## src/rtl/nt_cfg_pkg.sv

```systemverilog
// constants for the link-side configuration header tail
// assumes one clock domain; host and preload ports use byte addresses
// Operation
// - window five fully writable only in 64-bit pairing
// - 32-bit pairing: window five low bits zero
// - 64-bit: all bits upper address; all 32 bits writable
// - subsystem codes read-only, preloadable defaults
// - option ROM on one side only
// - ROM on link side by default
// - disabled or foreign ROM reads zero
// - bit 0 is preloadable read-only enable
// - size bit 0: 16 KB, bit 14 writable
// - size bit 1: 32 KB, bit 14 read-only
// - capability pointer 40h, upper bits zero
// - interrupt line byte writable, resets zero
// - interrupt pin 01h, only 00h/01h loadable
// - grant and latency bytes read zero
// - power capability id 01h, next 48h
// - power control, reserved byte, data byte layout
// - map type 00b 32-bit, 10b 64-bit
package nt_cfg_pkg;
   localparam logic [7:0] OFF_WIN5 = 8'h24;
   localparam logic [7:0] OFF_SUBSYS = 8'h2C;
   localparam logic [7:0] OFF_ROM = 8'h30;
   localparam logic [7:0] OFF_CAP_PTR = 8'h34;
   localparam logic [7:0] OFF_INTR = 8'h3C;
   localparam logic [7:0] OFF_PM_CAP = 8'h40;
   localparam logic [7:0] OFF_PM_CTRL = 8'h44;
   localparam logic [1:0] MAP_TYPE_32 = 2'h0;
   localparam logic [1:0] MAP_TYPE_64 = 2'h2;
   localparam logic [31:0] WIN5_UPPER_MASK = 32'hFFF0_0000;
   localparam logic [31:0] ALL_ONES = 32'hFFFF_FFFF;
   localparam logic [31:0] WIN5_RESET = 32'h0000_0000;
   localparam logic [31:0] ROM_MASK_16K = 32'hFFFF_C000;
   localparam logic [31:0] ROM_MASK_32K = 32'hFFFF_8000;
   localparam int ROM_SIZE_BIT = 14;
   localparam logic [31:0] ROM_BASE_RESET = 32'hFFFF_C000;
   localparam logic ROM_ENABLE_RESET = 1'h1;
   // arbitrary neutral identity values
   localparam logic [15:0] SUBSYS_VENDOR_RESET = 16'hA5A5;
   localparam logic [15:0] SUBSYS_DEVICE_RESET = 16'h5A5A;
   localparam logic [7:0] CAP_PTR_RESET = 8'h40;
   localparam logic [7:0] INTR_LINE_RESET = 8'h00;
   localparam logic [7:0] INTR_PIN_NONE = 8'h00;
   localparam logic [7:0] INTR_PIN_RESET = 8'h01;
   localparam logic [7:0] PM_CAP_ID_RESET = 8'h01;
   localparam logic [7:0] PM_NEXT_RESET = 8'h48;
   localparam logic [15:0] PM_CAP_HI_RESET = 16'h0003;
   localparam logic [15:0] PM_CAP_HI_LOADABLE = 16'hF9E7;
   localparam logic [1:0] PS_D0 = 2'h0;
   localparam logic [1:0] PS_D3HOT = 2'h3;
   localparam logic NO_SOFT_RESET_RESET = 1'h1;
   localparam logic [3:0] DSEL_D0_USED = 4'h0;
   localparam logic [3:0] DSEL_D3_USED = 4'h3;
   localparam logic [3:0] DSEL_D0_DISS = 4'h4;
   localparam logic [3:0] DSEL_D3_DISS = 4'h7;
   localparam logic [3:0] DSEL_RESET = 4'h0;
   localparam logic [1:0] SCALE_RESET = 2'h0;
   localparam logic [7:0] PM_DATA_RESET = 8'h00;

   // byte-lane merge limited to the bits a path may change
   function automatic logic [31:0] merge_lanes(input logic [31:0] old_val,
         input logic [31:0] new_val, input logic [3:0] be, input logic [31:0] mask);
      logic [31:0] bm;
      bm = {{8{be[3]}}, {8{be[2]}}, {8{be[1]}}, {8{be[0]}}} & mask;
      return (old_val & ~bm) | (new_val & bm);
   endfunction
endpackage

```

## src/rtl/pm_access_if.sv

```systemverilog
// write strobes and read word for the power control dword
// assumes the owner decodes the address before raising a strobe
`timescale 1ns/1ps
`default_nettype none
interface pm_access_if;
   logic host_write;
   logic preload_write;
   logic [3:0] byte_en;
   logic [31:0] wdata;
   logic [31:0] rdata;
   modport decoder (output host_write, output preload_write, output byte_en,
      output wdata, input rdata);
   modport target (input host_write, input preload_write, input byte_en,
      input wdata, output rdata);
endinterface
`default_nettype wire

```

## src/rtl/nt_link_config_header_tail.sv

```systemverilog
// upper part of the link-side type 0 header: dwords 24h to 44h
// assumes host config and preload ports are on this clock and
// that control inputs come from registers in the same domain
`timescale 1ns/1ps
`default_nettype none
module nt_link_config_header_tail import nt_cfg_pkg::*; (
   input wire logic clock, // core clock, 125 MHz
   input wire logic rstn, // asynchronous reset, active low
   input wire logic clock_enable, // freezes all state when low
   input wire logic cfg_write, // host config write strobe
   input wire logic cfg_read, // host config read strobe
   input wire logic [7:0] cfg_addr, // dword byte address
   input wire logic [3:0] cfg_byte_en, // host byte enables
   input wire logic [31:0] cfg_wdata, // host write data
   output logic [31:0] cfg_rdata, // read data, registered
   output logic cfg_read_valid, // read data valid pulse
   input wire logic preload_write, // eeprom/i2c load strobe
   input wire logic [7:0] preload_addr, // load dword address
   input wire logic [3:0] preload_byte_en, // load byte enables
   input wire logic [31:0] preload_wdata, // load data
   input wire logic [1:0] window_four_map_type, // window four type
   input wire logic rom_virtual_side, // ROM owned by virtual side
   input wire logic rom_window_disable, // port ROM window off
   input wire logic rom_size_32k, // ROM size select
   output logic [31:0] upper_window_five, // window five as read
   output logic window_pair_64bit, // windows four/five paired
   output logic rom_link_enabled, // link side owns the ROM
   output logic [31:0] rom_window_mask, // ROM decode mask
   output logic [31:0] rom_window_base, // ROM base as read
   output logic [7:0] interrupt_line, // routing byte
   output logic [1:0] power_state // device power state
);
   logic rst_meta;
   logic rst_n_sync;
   logic host_en;
   logic pre_en;
   logic pair_64;
   logic rom_active;
   logic [31:0] win5;
   logic [31:0] win5_mask;
   logic [31:0] win5_read;
   logic [31:0] subsys;
   logic [31:0] rom_base;
   logic [31:0] rom_mask;
   logic rom_enable;
   logic [31:0] rom_read;
   logic [7:0] cap_ptr;
   logic [7:0] intr_line;
   logic [7:0] intr_pin;
   logic [31:0] pm_cap;
   logic [31:0] read_word;
   pm_access_if pm_acc ();

   // reset release through two flops; assertion stays asynchronous
   always_ff @(posedge clock or negedge rstn) begin
      if (!rstn) begin
         rst_meta <= 1'b0;
         rst_n_sync <= 1'b0;
      end else if (clock_enable) begin
         rst_meta <= 1'b1;
         rst_n_sync <= rst_meta;
      end
   end

   assign host_en = clock_enable && cfg_write;
   assign pre_en = clock_enable && preload_write;

   assign pair_64 = (window_four_map_type == MAP_TYPE_64);

   assign win5_mask = pair_64 ? ALL_ONES : WIN5_UPPER_MASK;

   assign win5_read = win5 & win5_mask;

   // window five; in 32-bit mode low bits take neither host nor load
   always_ff @(posedge clock or negedge rst_n_sync) begin
      if (!rst_n_sync) begin
         win5 <= WIN5_RESET;
      end else if (host_en || pre_en) begin
         win5 <= merge_lanes(
            merge_lanes(win5, cfg_wdata, cfg_addr == OFF_WIN5 && host_en ? cfg_byte_en : 4'h0,
               win5_mask),
            preload_wdata, preload_addr == OFF_WIN5 && pre_en ? preload_byte_en : 4'h0,
            win5_mask);
      end
   end

   always_ff @(posedge clock or negedge rst_n_sync) begin
      if (!rst_n_sync) begin
         subsys <= {SUBSYS_DEVICE_RESET, SUBSYS_VENDOR_RESET};
      end else if (pre_en && preload_addr == OFF_SUBSYS) begin
         subsys <= merge_lanes(subsys, preload_wdata, preload_byte_en, ALL_ONES);
      end
   end

   // link side unless virtual bit or window disable set
   assign rom_active = !rom_window_disable && !rom_virtual_side;

   // 16 KB keeps bit 14 writable
   // 32 KB holds bit 14 read-only
   assign rom_mask = rom_size_32k ? ROM_MASK_32K : ROM_MASK_16K;

   // ROM base; writes land only while the link side owns the window
   always_ff @(posedge clock or negedge rst_n_sync) begin
      if (!rst_n_sync) begin
         rom_base <= ROM_BASE_RESET;
      end else if (rom_active && (host_en || pre_en)) begin
         rom_base <= merge_lanes(
            merge_lanes(rom_base, cfg_wdata, cfg_addr == OFF_ROM && host_en ? cfg_byte_en : 4'h0,
               rom_mask),
            preload_wdata, preload_addr == OFF_ROM && pre_en ? preload_byte_en : 4'h0,
            rom_mask);
      end
   end

   // enable bit loads by preload only
   always_ff @(posedge clock or negedge rst_n_sync) begin
      if (!rst_n_sync) begin
         rom_enable <= ROM_ENABLE_RESET;
      end else if (rom_active && pre_en && preload_addr == OFF_ROM && preload_byte_en[0]) begin
         rom_enable <= preload_wdata[0];
      end
   end

   // foreign or disabled ROM reads zero
   assign rom_read = rom_active ? ((rom_base & rom_mask) | {31'h0, rom_enable}) : 32'h0;

   always_ff @(posedge clock or negedge rst_n_sync) begin
      if (!rst_n_sync) begin
         cap_ptr <= CAP_PTR_RESET;
      end else if (pre_en && preload_addr == OFF_CAP_PTR && preload_byte_en[0]) begin
         cap_ptr <= preload_wdata[7:0];
      end
   end

   always_ff @(posedge clock or negedge rst_n_sync) begin
      if (!rst_n_sync) begin
         intr_line <= INTR_LINE_RESET;
      end else if (pre_en && preload_addr == OFF_INTR && preload_byte_en[0]) begin
         intr_line <= preload_wdata[7:0];
      end else if (host_en && cfg_addr == OFF_INTR && cfg_byte_en[0]) begin
         intr_line <= cfg_wdata[7:0];
      end
   end

   // pin accepts 00h or 01h only
   always_ff @(posedge clock or negedge rst_n_sync) begin
      if (!rst_n_sync) begin
         intr_pin <= INTR_PIN_RESET;
      end else if (pre_en && preload_addr == OFF_INTR && preload_byte_en[1]) begin
         if (preload_wdata[15:8] == INTR_PIN_NONE || preload_wdata[15:8] == INTR_PIN_RESET) begin
            intr_pin <= preload_wdata[15:8];
         end
      end
   end

   // id, next pointer and capability half
   always_ff @(posedge clock or negedge rst_n_sync) begin
      if (!rst_n_sync) begin
         pm_cap <= {PM_CAP_HI_RESET, PM_NEXT_RESET, PM_CAP_ID_RESET};
      end else if (pre_en && preload_addr == OFF_PM_CAP) begin
         pm_cap <= merge_lanes(pm_cap, preload_wdata, preload_byte_en,
            {PM_CAP_HI_LOADABLE, 16'hFFFF});
      end
   end

   // power control dword lives in its own block
   assign pm_acc.host_write = host_en && cfg_addr == OFF_PM_CTRL;
   assign pm_acc.preload_write = pre_en && preload_addr == OFF_PM_CTRL;
   assign pm_acc.byte_en = pm_acc.preload_write ? preload_byte_en : cfg_byte_en;
   assign pm_acc.wdata = pm_acc.preload_write ? preload_wdata : cfg_wdata;

   pm_state_control pm_unit (
      .clock(clock),
      .rst_n(rst_n_sync),
      .clock_enable(clock_enable),
      .acc(pm_acc.target),
      .power_state(power_state)
   );

   // read mux; offsets outside this tail read zero
   always_comb begin
      case (cfg_addr)
         OFF_WIN5: read_word = win5_read;
         OFF_SUBSYS: read_word = subsys;
         OFF_ROM: read_word = rom_read;
         OFF_CAP_PTR: read_word = {24'h0, cap_ptr};
         OFF_INTR: read_word = {16'h0, intr_pin, intr_line};
         OFF_PM_CAP: read_word = pm_cap;
         OFF_PM_CTRL: read_word = pm_acc.rdata;
         default: read_word = 32'h0;
      endcase
   end

   // read answer one cycle after the strobe; data held until next read
   always_ff @(posedge clock or negedge rst_n_sync) begin
      if (!rst_n_sync) begin
         cfg_rdata <= 32'h0;
         cfg_read_valid <= 1'b0;
      end else if (clock_enable) begin
         cfg_read_valid <= cfg_read;
         if (cfg_read) begin
            cfg_rdata <= read_word;
         end
      end
   end

   // registered copies for the decoders downstream
   always_ff @(posedge clock or negedge rst_n_sync) begin
      if (!rst_n_sync) begin
         upper_window_five <= 32'h0;
         window_pair_64bit <= 1'b0;
         rom_link_enabled <= 1'b0;
         rom_window_mask <= 32'h0;
         rom_window_base <= 32'h0;
         interrupt_line <= INTR_LINE_RESET;
      end else if (clock_enable) begin
         upper_window_five <= win5_read;
         window_pair_64bit <= pair_64;
         // ownership needs both gate and enable
         rom_link_enabled <= rom_active && rom_enable;
         rom_window_mask <= rom_mask;
         rom_window_base <= rom_read & rom_mask;
         interrupt_line <= intr_line;
      end
   end
endmodule
`default_nettype wire

```

## src/rtl/pm_state_control.sv

```systemverilog
// power state, soft-reset flag and per-select power data
// assumes strobes arrive already decoded for dword 44h
`timescale 1ns/1ps
`default_nettype none
module pm_state_control import nt_cfg_pkg::*; (
   input wire logic clock, // core clock
   input wire logic rst_n, // synchronised reset, active low
   input wire logic clock_enable, // freezes state when low
   pm_access_if.target acc, // decoded access
   output logic [1:0] power_state // current device power state
);
   logic no_soft_reset;
   logic [3:0] data_select;
   logic select_open;
   logic [1:0] scale_mem [4];
   logic [7:0] data_mem [4];
   logic [2:0] rd_slot;
   logic [2:0] wr_slot;

   // maps a select code to {valid, slot}; unsupported codes are invalid
   function automatic logic [2:0] select_slot(input logic [3:0] sel);
      case (sel)
         DSEL_D0_USED: select_slot = 3'h4;
         DSEL_D3_USED: select_slot = 3'h5;
         DSEL_D0_DISS: select_slot = 3'h6;
         DSEL_D3_DISS: select_slot = 3'h7;
         default: select_slot = 3'h0;
      endcase
   endfunction

   assign rd_slot = select_slot(data_select);
   assign wr_slot = select_slot(acc.byte_en[1] ? acc.wdata[12:9] : data_select);

   // power state: unsupported D1/D2 writes are dropped silently
   always_ff @(posedge clock or negedge rst_n) begin
      if (!rst_n) begin
         power_state <= PS_D0;
      end else if (clock_enable && (acc.host_write || acc.preload_write) && acc.byte_en[0]) begin
         if (acc.wdata[1:0] == PS_D0 || acc.wdata[1:0] == PS_D3HOT) begin
            power_state <= acc.wdata[1:0];
         end
      end
   end

   // select becomes host-writable only after a preload touched it
   always_ff @(posedge clock or negedge rst_n) begin
      if (!rst_n) begin
         no_soft_reset <= NO_SOFT_RESET_RESET;
         data_select <= DSEL_RESET;
         select_open <= 1'b0;
      end else if (clock_enable) begin
         if (acc.preload_write && acc.byte_en[0]) begin
            no_soft_reset <= acc.wdata[3];
         end
         if (acc.preload_write && acc.byte_en[1]) begin
            data_select <= acc.wdata[12:9];
            select_open <= 1'b1;
         end else if (acc.host_write && acc.byte_en[1] && select_open) begin
            data_select <= acc.wdata[12:9];
         end
      end
   end

   // scale and data tables, loaded by preload only
   always_ff @(posedge clock or negedge rst_n) begin
      if (!rst_n) begin
         for (int i = 0; i < 4; i++) begin
            scale_mem[i] <= SCALE_RESET;
            data_mem[i] <= PM_DATA_RESET;
         end
      end else if (clock_enable && acc.preload_write && wr_slot[2]) begin
         if (acc.byte_en[1]) begin
            scale_mem[wr_slot[1:0]] <= acc.wdata[14:13];
         end
         if (acc.byte_en[3]) begin
            data_mem[wr_slot[1:0]] <= acc.wdata[31:24];
         end
      end
   end

   // control, reserved extension byte, data byte
   assign acc.rdata = {rd_slot[2] ? data_mem[rd_slot[1:0]] : 8'h00, 8'h00, 1'b0,
      rd_slot[2] ? scale_mem[rd_slot[1:0]] : 2'h0, data_select, 1'b0, 4'h0, no_soft_reset,
      1'b0, power_state};
endmodule
`default_nettype wire

```

## config.mk

```make
export PLATFORM = sky130hd
export DESIGN_NAME = nt_link_config_header_tail
export DESIGN_NICKNAME = d
export VERILOG_FILES = /design/src/rtl/nt_cfg_pkg.sv /design/src/rtl/pm_access_if.sv /design/src/rtl/nt_link_config_header_tail.sv /design/src/rtl/pm_state_control.sv
export SDC_FILE = /design/constraint.sdc
export NUM_CORES = 1
export LEC_CHECK = 0
export ABC_AREA = 1
export BUFFER_PORTS_ARGS = -buffer_cell sky130_fd_sc_hd__buf_4
export CAP_MARGIN = 25
export CORE_ASPECT_RATIO = 1.25
export CORE_MARGIN = 10
export CORE_UTILIZATION = 50
export DETAILED_ROUTE_END_ITERATION = 8
export PLACE_DENSITY = 0.83
export REMOVE_ABC_BUFFERS = 1
export SLEW_MARGIN = 20
export SYNTH_ARGS = -nofsm -noshare
export SYNTH_HDL_FRONTEND = slang
export SYNTH_SLANG_ARGS = --single-unit
```

## constraint.sdc

```tcl
create_clock -name clock -period 13.82 [get_ports clock]
set_clock_uncertainty 0.1 [all_clocks]
set_input_delay 0.691 -clock clock [delete_from_list [all_inputs] [get_ports clock]]
set_output_delay 0.691 -clock clock [all_outputs]
set_load 0.005 [all_outputs]
```

Word level (Yosys, flattened, before mapping)
Cells that the tools add are included.
Widths: inputs -> output; s select.
{ "totals": {"regBits": 342, "latchBits": 0, "mem_bits_rw": 0, "rom_bits": 0, "in_bits": 99, "out_inout_bits": 141, "elab_cells": 173, "memories": 0} }
{ "op_classes": {"add_sub_neg": 0, "multipliers": 0, "div_mod_pow": 0, "order_cmp": 3, "n_eq_ne": 23, "shifts": 0, "n_mux": 31, "bitwise_logic": 34, "n_reduce_logical": 52} }
{ "ops": {"columns": ["op", "count"], "rows": [
  ["$and 32x32->32", 19],
  ["$pmux 32 s7", 1],
  ["$not 32->32", 6],
  ["$or 32x32->32", 6],
  ["$eq 8x6->1 const B", 10],
  ["$mux 32", 2],
  ["$mux 8", 6],
  ["$bwmux 32", 1],
  ["$eq 8x7->1 const B", 4],
  ["$logic_and 1x1->1", 32],
  ["$mux 4", 8],
  ["$or 32x1->32", 1],
  ["$pmux 3 s4", 2],
  ["$mux 20", 1],
  ["$bmux 8 s2", 1],
  ["$demux 8 s2", 1],
  ["$eq 4x3->1 const B", 4],
  ["$reduce_and 2->1", 8],
  ["$mux 15", 1],
  ["$bwmux 8", 1],
  ["$eq 4x2->1 const B", 2],
  ["$eq 8x1->1 const B", 1],
  ["$logic_not 4->1", 2],
  ["$logic_not 8->1", 1],
  ["other kinds (11)", 22]
]} }

Logic depth before layout (Yosys ltp)
{ "logic_depth": {"ltp_word": 12, "depth_mapped": 16, "depth_no_buf": 15} }

Hierarchy
From an unflattened synthesis, not the netlist that was laid out.
{ "unflattened": {"hier_cells": 1961, "hier_area_um2": 14634.0} }
{ "by_module_without_submodules": {"columns": ["module", "n_inst", "cells_per_inst", "area_each_um2", "seq_area_each_um2"], "rows": [
  ["nt_link_config_header_tail", 1, 1609, 11959.0, 5858.1],
  ["pm_state_control", 1, 352, 2675.1, 1202.4]
]} }

Worst setup path before layout
No wires, ideal clock.
{ "synth_path": {"path_kind": "register -> register", "startpoint": "register, netlist name rst_n_sync", "endpoint": "register rst_n_sync", "setup_time_ps": 88, "arrival_time_ps": 6583, "required_time_ps": 13632, "path_slack_ps": 7048, "stages_incl_launch_ff": 3, "path_buffers": 0, "period_less_slack_ps": 6772, "path_cell_list": "dfrtp_1 -> nand2_1 -> nand2_1"} }
{ "synth_lines": {"columns": ["item", "line", "text"], "rows": [
  ["end signal: assignment", "nt_link_config_header_tail.sv:61", "rst_n_sync <= rst_meta;"],
  ["end: declaration", "nt_link_config_header_tail.sv:34", "logic rst_n_sync;"]
]} }

Worst setup path in the final report
{ "layout_path": {"startpoint": "register pm_unit.data_select[3]", "endpoint": "register cfg_rdata[28]"} }
{ "layout_between": {"elab_chain_len": 8, "elab_cells_between_ends": 11, "classes_between": "eq/ne: 3; mux: 6; bitwise: 1; reduce/logical: 1"} }
{ "layout_lines": {"columns": ["item", "line", "text"], "rows": [
  ["start: declaration", "pm_state_control.sv:13", "logic [3:0] data_select;"],
  ["start signal: assignment", "pm_state_control.sv:56", "data_select <= acc.wdata[12:9];"],
  ["start signal: assignment", "pm_state_control.sv:59", "data_select <= acc.wdata[12:9];"],
  ["$eq 4x3->1 (tied with other cells)", "pm_state_control.sv:22", "case (sel)"],
  ["$pmux 3 s4 *", "pm_state_control.sv:22", null],
  ["$not 2->3 (implied by the code)", "pm_state_control.sv:82", "assign acc.rdata = {rd_slot[2] ? data_mem[rd_slot[1:0]] : 8'h00, 8'h00, 1'b0,"],
  ["$bmux 8 s2", "pm_state_control.sv:82", null],
  ["$mux 8 (implied by the code) (2 in series)", "pm_state_control.sv:82", null],
  ["$mux 8 *", "pm_state_control.sv:82", null],
  ["$pmux 32 s7 *", "nt_link_config_header_tail.sv:182", "case (cfg_addr)"],
  ["end signal: assignment", "nt_link_config_header_tail.sv:202", "cfg_rdata <= read_word;"],
  ["end: declaration", "nt_link_config_header_tail.sv:15", "output logic [31:0] cfg_rdata,"]
]} }
Mark *: on every way between the ends. The rest lies on a longest branch, timed or not. The select of a mux whose other input is x is not followed.
A chain may end at the register's enable or synchronous reset.

==> flow_summary.toml <==
[setup_path]
end_kind = "flip-flop"
critical_path_arrival_ps = 3600
cp.required_ps = 14180
path_cells = "inv_1, nand3_1, o21ai_0, nand2_1, inv_1, nand2_1, nand3_1, nand3_1, nor3b_1, o21ai_0"
cp_slowest_cell = "nand3_1"
cp_slowest_stage_delay_ps = 620
path_common_cell = "nand3_1"
crit_buf_inv = 2
path_class = "reg2reg"
startpoint_type = "flip-flop"
crit_fanout = 23
crit_family = "simple AND/OR/NAND/NOR gates"

[synth]
netlist_area_sq_um = 13800
synth_cell_types = 47
syn_inst = 1703
ys_warn_count = 0
synth-main-ff-cell = "dfrtp_1"
async_flop_share = 1.00
avgSynthCellArea_sq_um = 8.09
synth-seq-cells = 280
synth-edff-count = 0
seq_area_frac_synth = 0.512

[cells_and_area]
final_area_sq_um = 16400
finish.utilization = 0.606
nFillCells = 2335
area_growth_pct = 18.7
drive_above_1_share = 0.196
stdcell_count = 2241
nNetsFinal = 1970

[floorplanning]
initial_core_util = 0.511
io_pins = 240
die_h_um = 206
fp-row-count = 67
core_area_sq_um = 27000
dieArea_sq_um = 34700
dieWidth_um = 169

[routing]
wl_per_cell_um = 19.8
via_per_inst = 5.70
wl_mm = 44.4
drtPass1Iterations = 7
dr_total_vias = 12800
drt_iter0_markers = 1157
drc = 0
ant_nets = 0

[run]
maxCapViolations = 0

[placed_design]
dp_hpwl_mm = 31.4
dp_slack_ps = 10470
routabilityCongestion = 0.938
placed_area_sq_um = 15400
dp.cells = 2183
port_buffers = 211

[sta]
hold_violations = 0
fin_tns_setup_ps = 0
slew_headroom = 0.331
layout_min_cycle_time_ps = 3240
setup_slack_ps = 10580
slew_violations = 0
hold_slack_ps = 294
fin_crit_sh = 0.235
finalSetupViolCount = 0
max_freq_mhz = 308
rsz0062_at_grt = "false"
max_slew.worst_pin.slew_ps = 996

[clock_tree]
cts_root_buf = "clkbuf_16"
cts.sinks = 280
postCtsSetupBuffers = 0
insertion_delay_ps = 550
cts_made_buffers = 29
cts_tree = "built"
clk_pin_slew_ps = 60
clock_path_buffers = 3
cts_resized = 0
cts_max_level = 1

[hold_path]
min_path_type = "in2reg"

[global_route]
grt_max_degree = 78
overflow = 0
grt_usage = 0.247
grt_pass1_vias = 12900
grt_pass1_wl_mm = 69.4
antenna_found_initial = 3

[pwr]
power_mw = 1.77
p_sw_uw = 424
pwr-share-clk = 0.446
combPwrFrac = 0.075
internal_power_mw = 1.35
swShare = 0.239
leakage_nw = 8.21
peakVddDrop_v = 0.0000730
pwr-share-seq = 0.479
power_density_nw_per_um2 = 108

[outcome]
status = "finished, final reports clean"
worst paths after layout:
| check | from | end | slack [ps] | cells past startpoint |
|---|---|---|---|---|
| max in group asynchronous | rst_n_sync | pm_unit.scale_mem[1] | 11340 | 2 |
| setup / recovery | pm_unit.data_select[3] | cfg_rdata[28] | 10580 | 10 |
| hold / removal | rom_size_32k | rom_window_mask[14] | 290 | 2 |
| min in group asynchronous | rstn | rst_n_sync | 380 | 2 |
| hold reg to reg | interrupt_line[5] | interrupt_line[5] | 370 | 2 |
| setup reg to reg | pm_unit.data_select[3] | cfg_rdata[28] | 10580 | 10 |
final cells by class:
cell class	instances	area, sq um	share of cell area
Antenna cell	3	7.51	0.000459
Multi-Input combinational cell	1191	5640	0.345
Timing Repair Buffer	225	1730	0.106
Clock buffer	46	840	0.0513
Inverter	144	541	0.0330
Tap cell	345	432	0.0264
Clock inverter	7	110	0.00673
Sequential cell	280	7060	0.432
power groups by stage:
| stage | Combinational (mW) | Sequential (mW) | Clock, mW |
|---|---|---|---|
| final | 0.132 | 0.848 | 0.791 |
| after global routing | 0.145 | 0.850 | 0.830 |
| after CTS | 0.130 | 0.849 | 0.797 |
| after detailed placement | 0.129 | 0.863 | 0 |
| after global placement | 0.127 | 0.862 | 0 |
| after floorplan | 0.0484 | 0.872 | 0 |
per-layer routing:
layer,vias up,track usage,routed length [um]
li1,5849,-,-
met1,6192,0.301,17100
met2,606,0.418,21700
met3,124,0.0408,3700
met4,0,0.114,1910
met5,-,0,0
cell usage in the layout, fill, tap and decap left out, types with 12 or more instances in the layout:
cell         n
nand4_1     21
clkbuf_16   29
nand3_1    152
nor3_1      13
conb_1      28
nand2_1    571
a21oi_1     38
dfstp_2     43
dfrtp_1    236
clkbuf_1    12
o221ai_1    14
inv_1      136
nor2_1      49
o211ai_1    25
buf_4      222
o21ai_2     18
o21ai_0    184
worst register-to-register path, stage by stage, from the launching register on:
cell and delay, ps:
dfrtp_1 370, inv_1 160, nand3_1 620, o21ai_0 340
nand2_1 350, inv_1 590, nand2_1 110, nand3_1 100
nand3_1 100, nor3b_1 180, o21ai_0 150
logic make-up (layout without fill, tap and decap cells):
family          count (synthesis)  after routing  synth area share
compound gates                312            312             0.131
mux                             3              3           0.00227
simple gates                  848            848             0.268
buf+inv                       259            422            0.0865
other cells                     1             31          0.000272
flops                         280            280             0.512
synthesized netlist by cell type (5+ instances only):
library cell | instances | area share
a21oi_1 | 38 | 0.014
a31oi_1 | 7 | 0.0032
buf_2 | 5 | 0.0018
buf_4 | 48 | 0.026
clkbuf_1 | 55 | 0.015
dfrtp_1 | 237 | 0.43
dfstp_2 | 43 | 0.082
inv_1 | 137 | 0.037
nand2_1 | 572 | 0.16
nand2_2 | 6 | 0.0027
nand2_4 | 10 | 0.0082
nand3_1 | 152 | 0.055
nand4_1 | 21 | 0.0095
nor2_1 | 51 | 0.014
nor2_4 | 5 | 0.0041
nor3_1 | 13 | 0.0047
o211ai_1 | 25 | 0.014
o21ai_0 | 184 | 0.067
o21ai_1 | 11 | 0.0040
o21ai_2 | 18 | 0.011
o221ai_1 | 14 | 0.0089
o31ai_1 | 6 | 0.0033
what timing repair did:
| action | 4_1_cts | 5_1_grt |
|---|---|---|
| endpoints found under the setup margin | 0 | 0 |
| hold buffers | 1 | 0 |
| hold endpoints to repair | 2 | 0 |
Note: power is estimated with default switching activity, not from simulation.
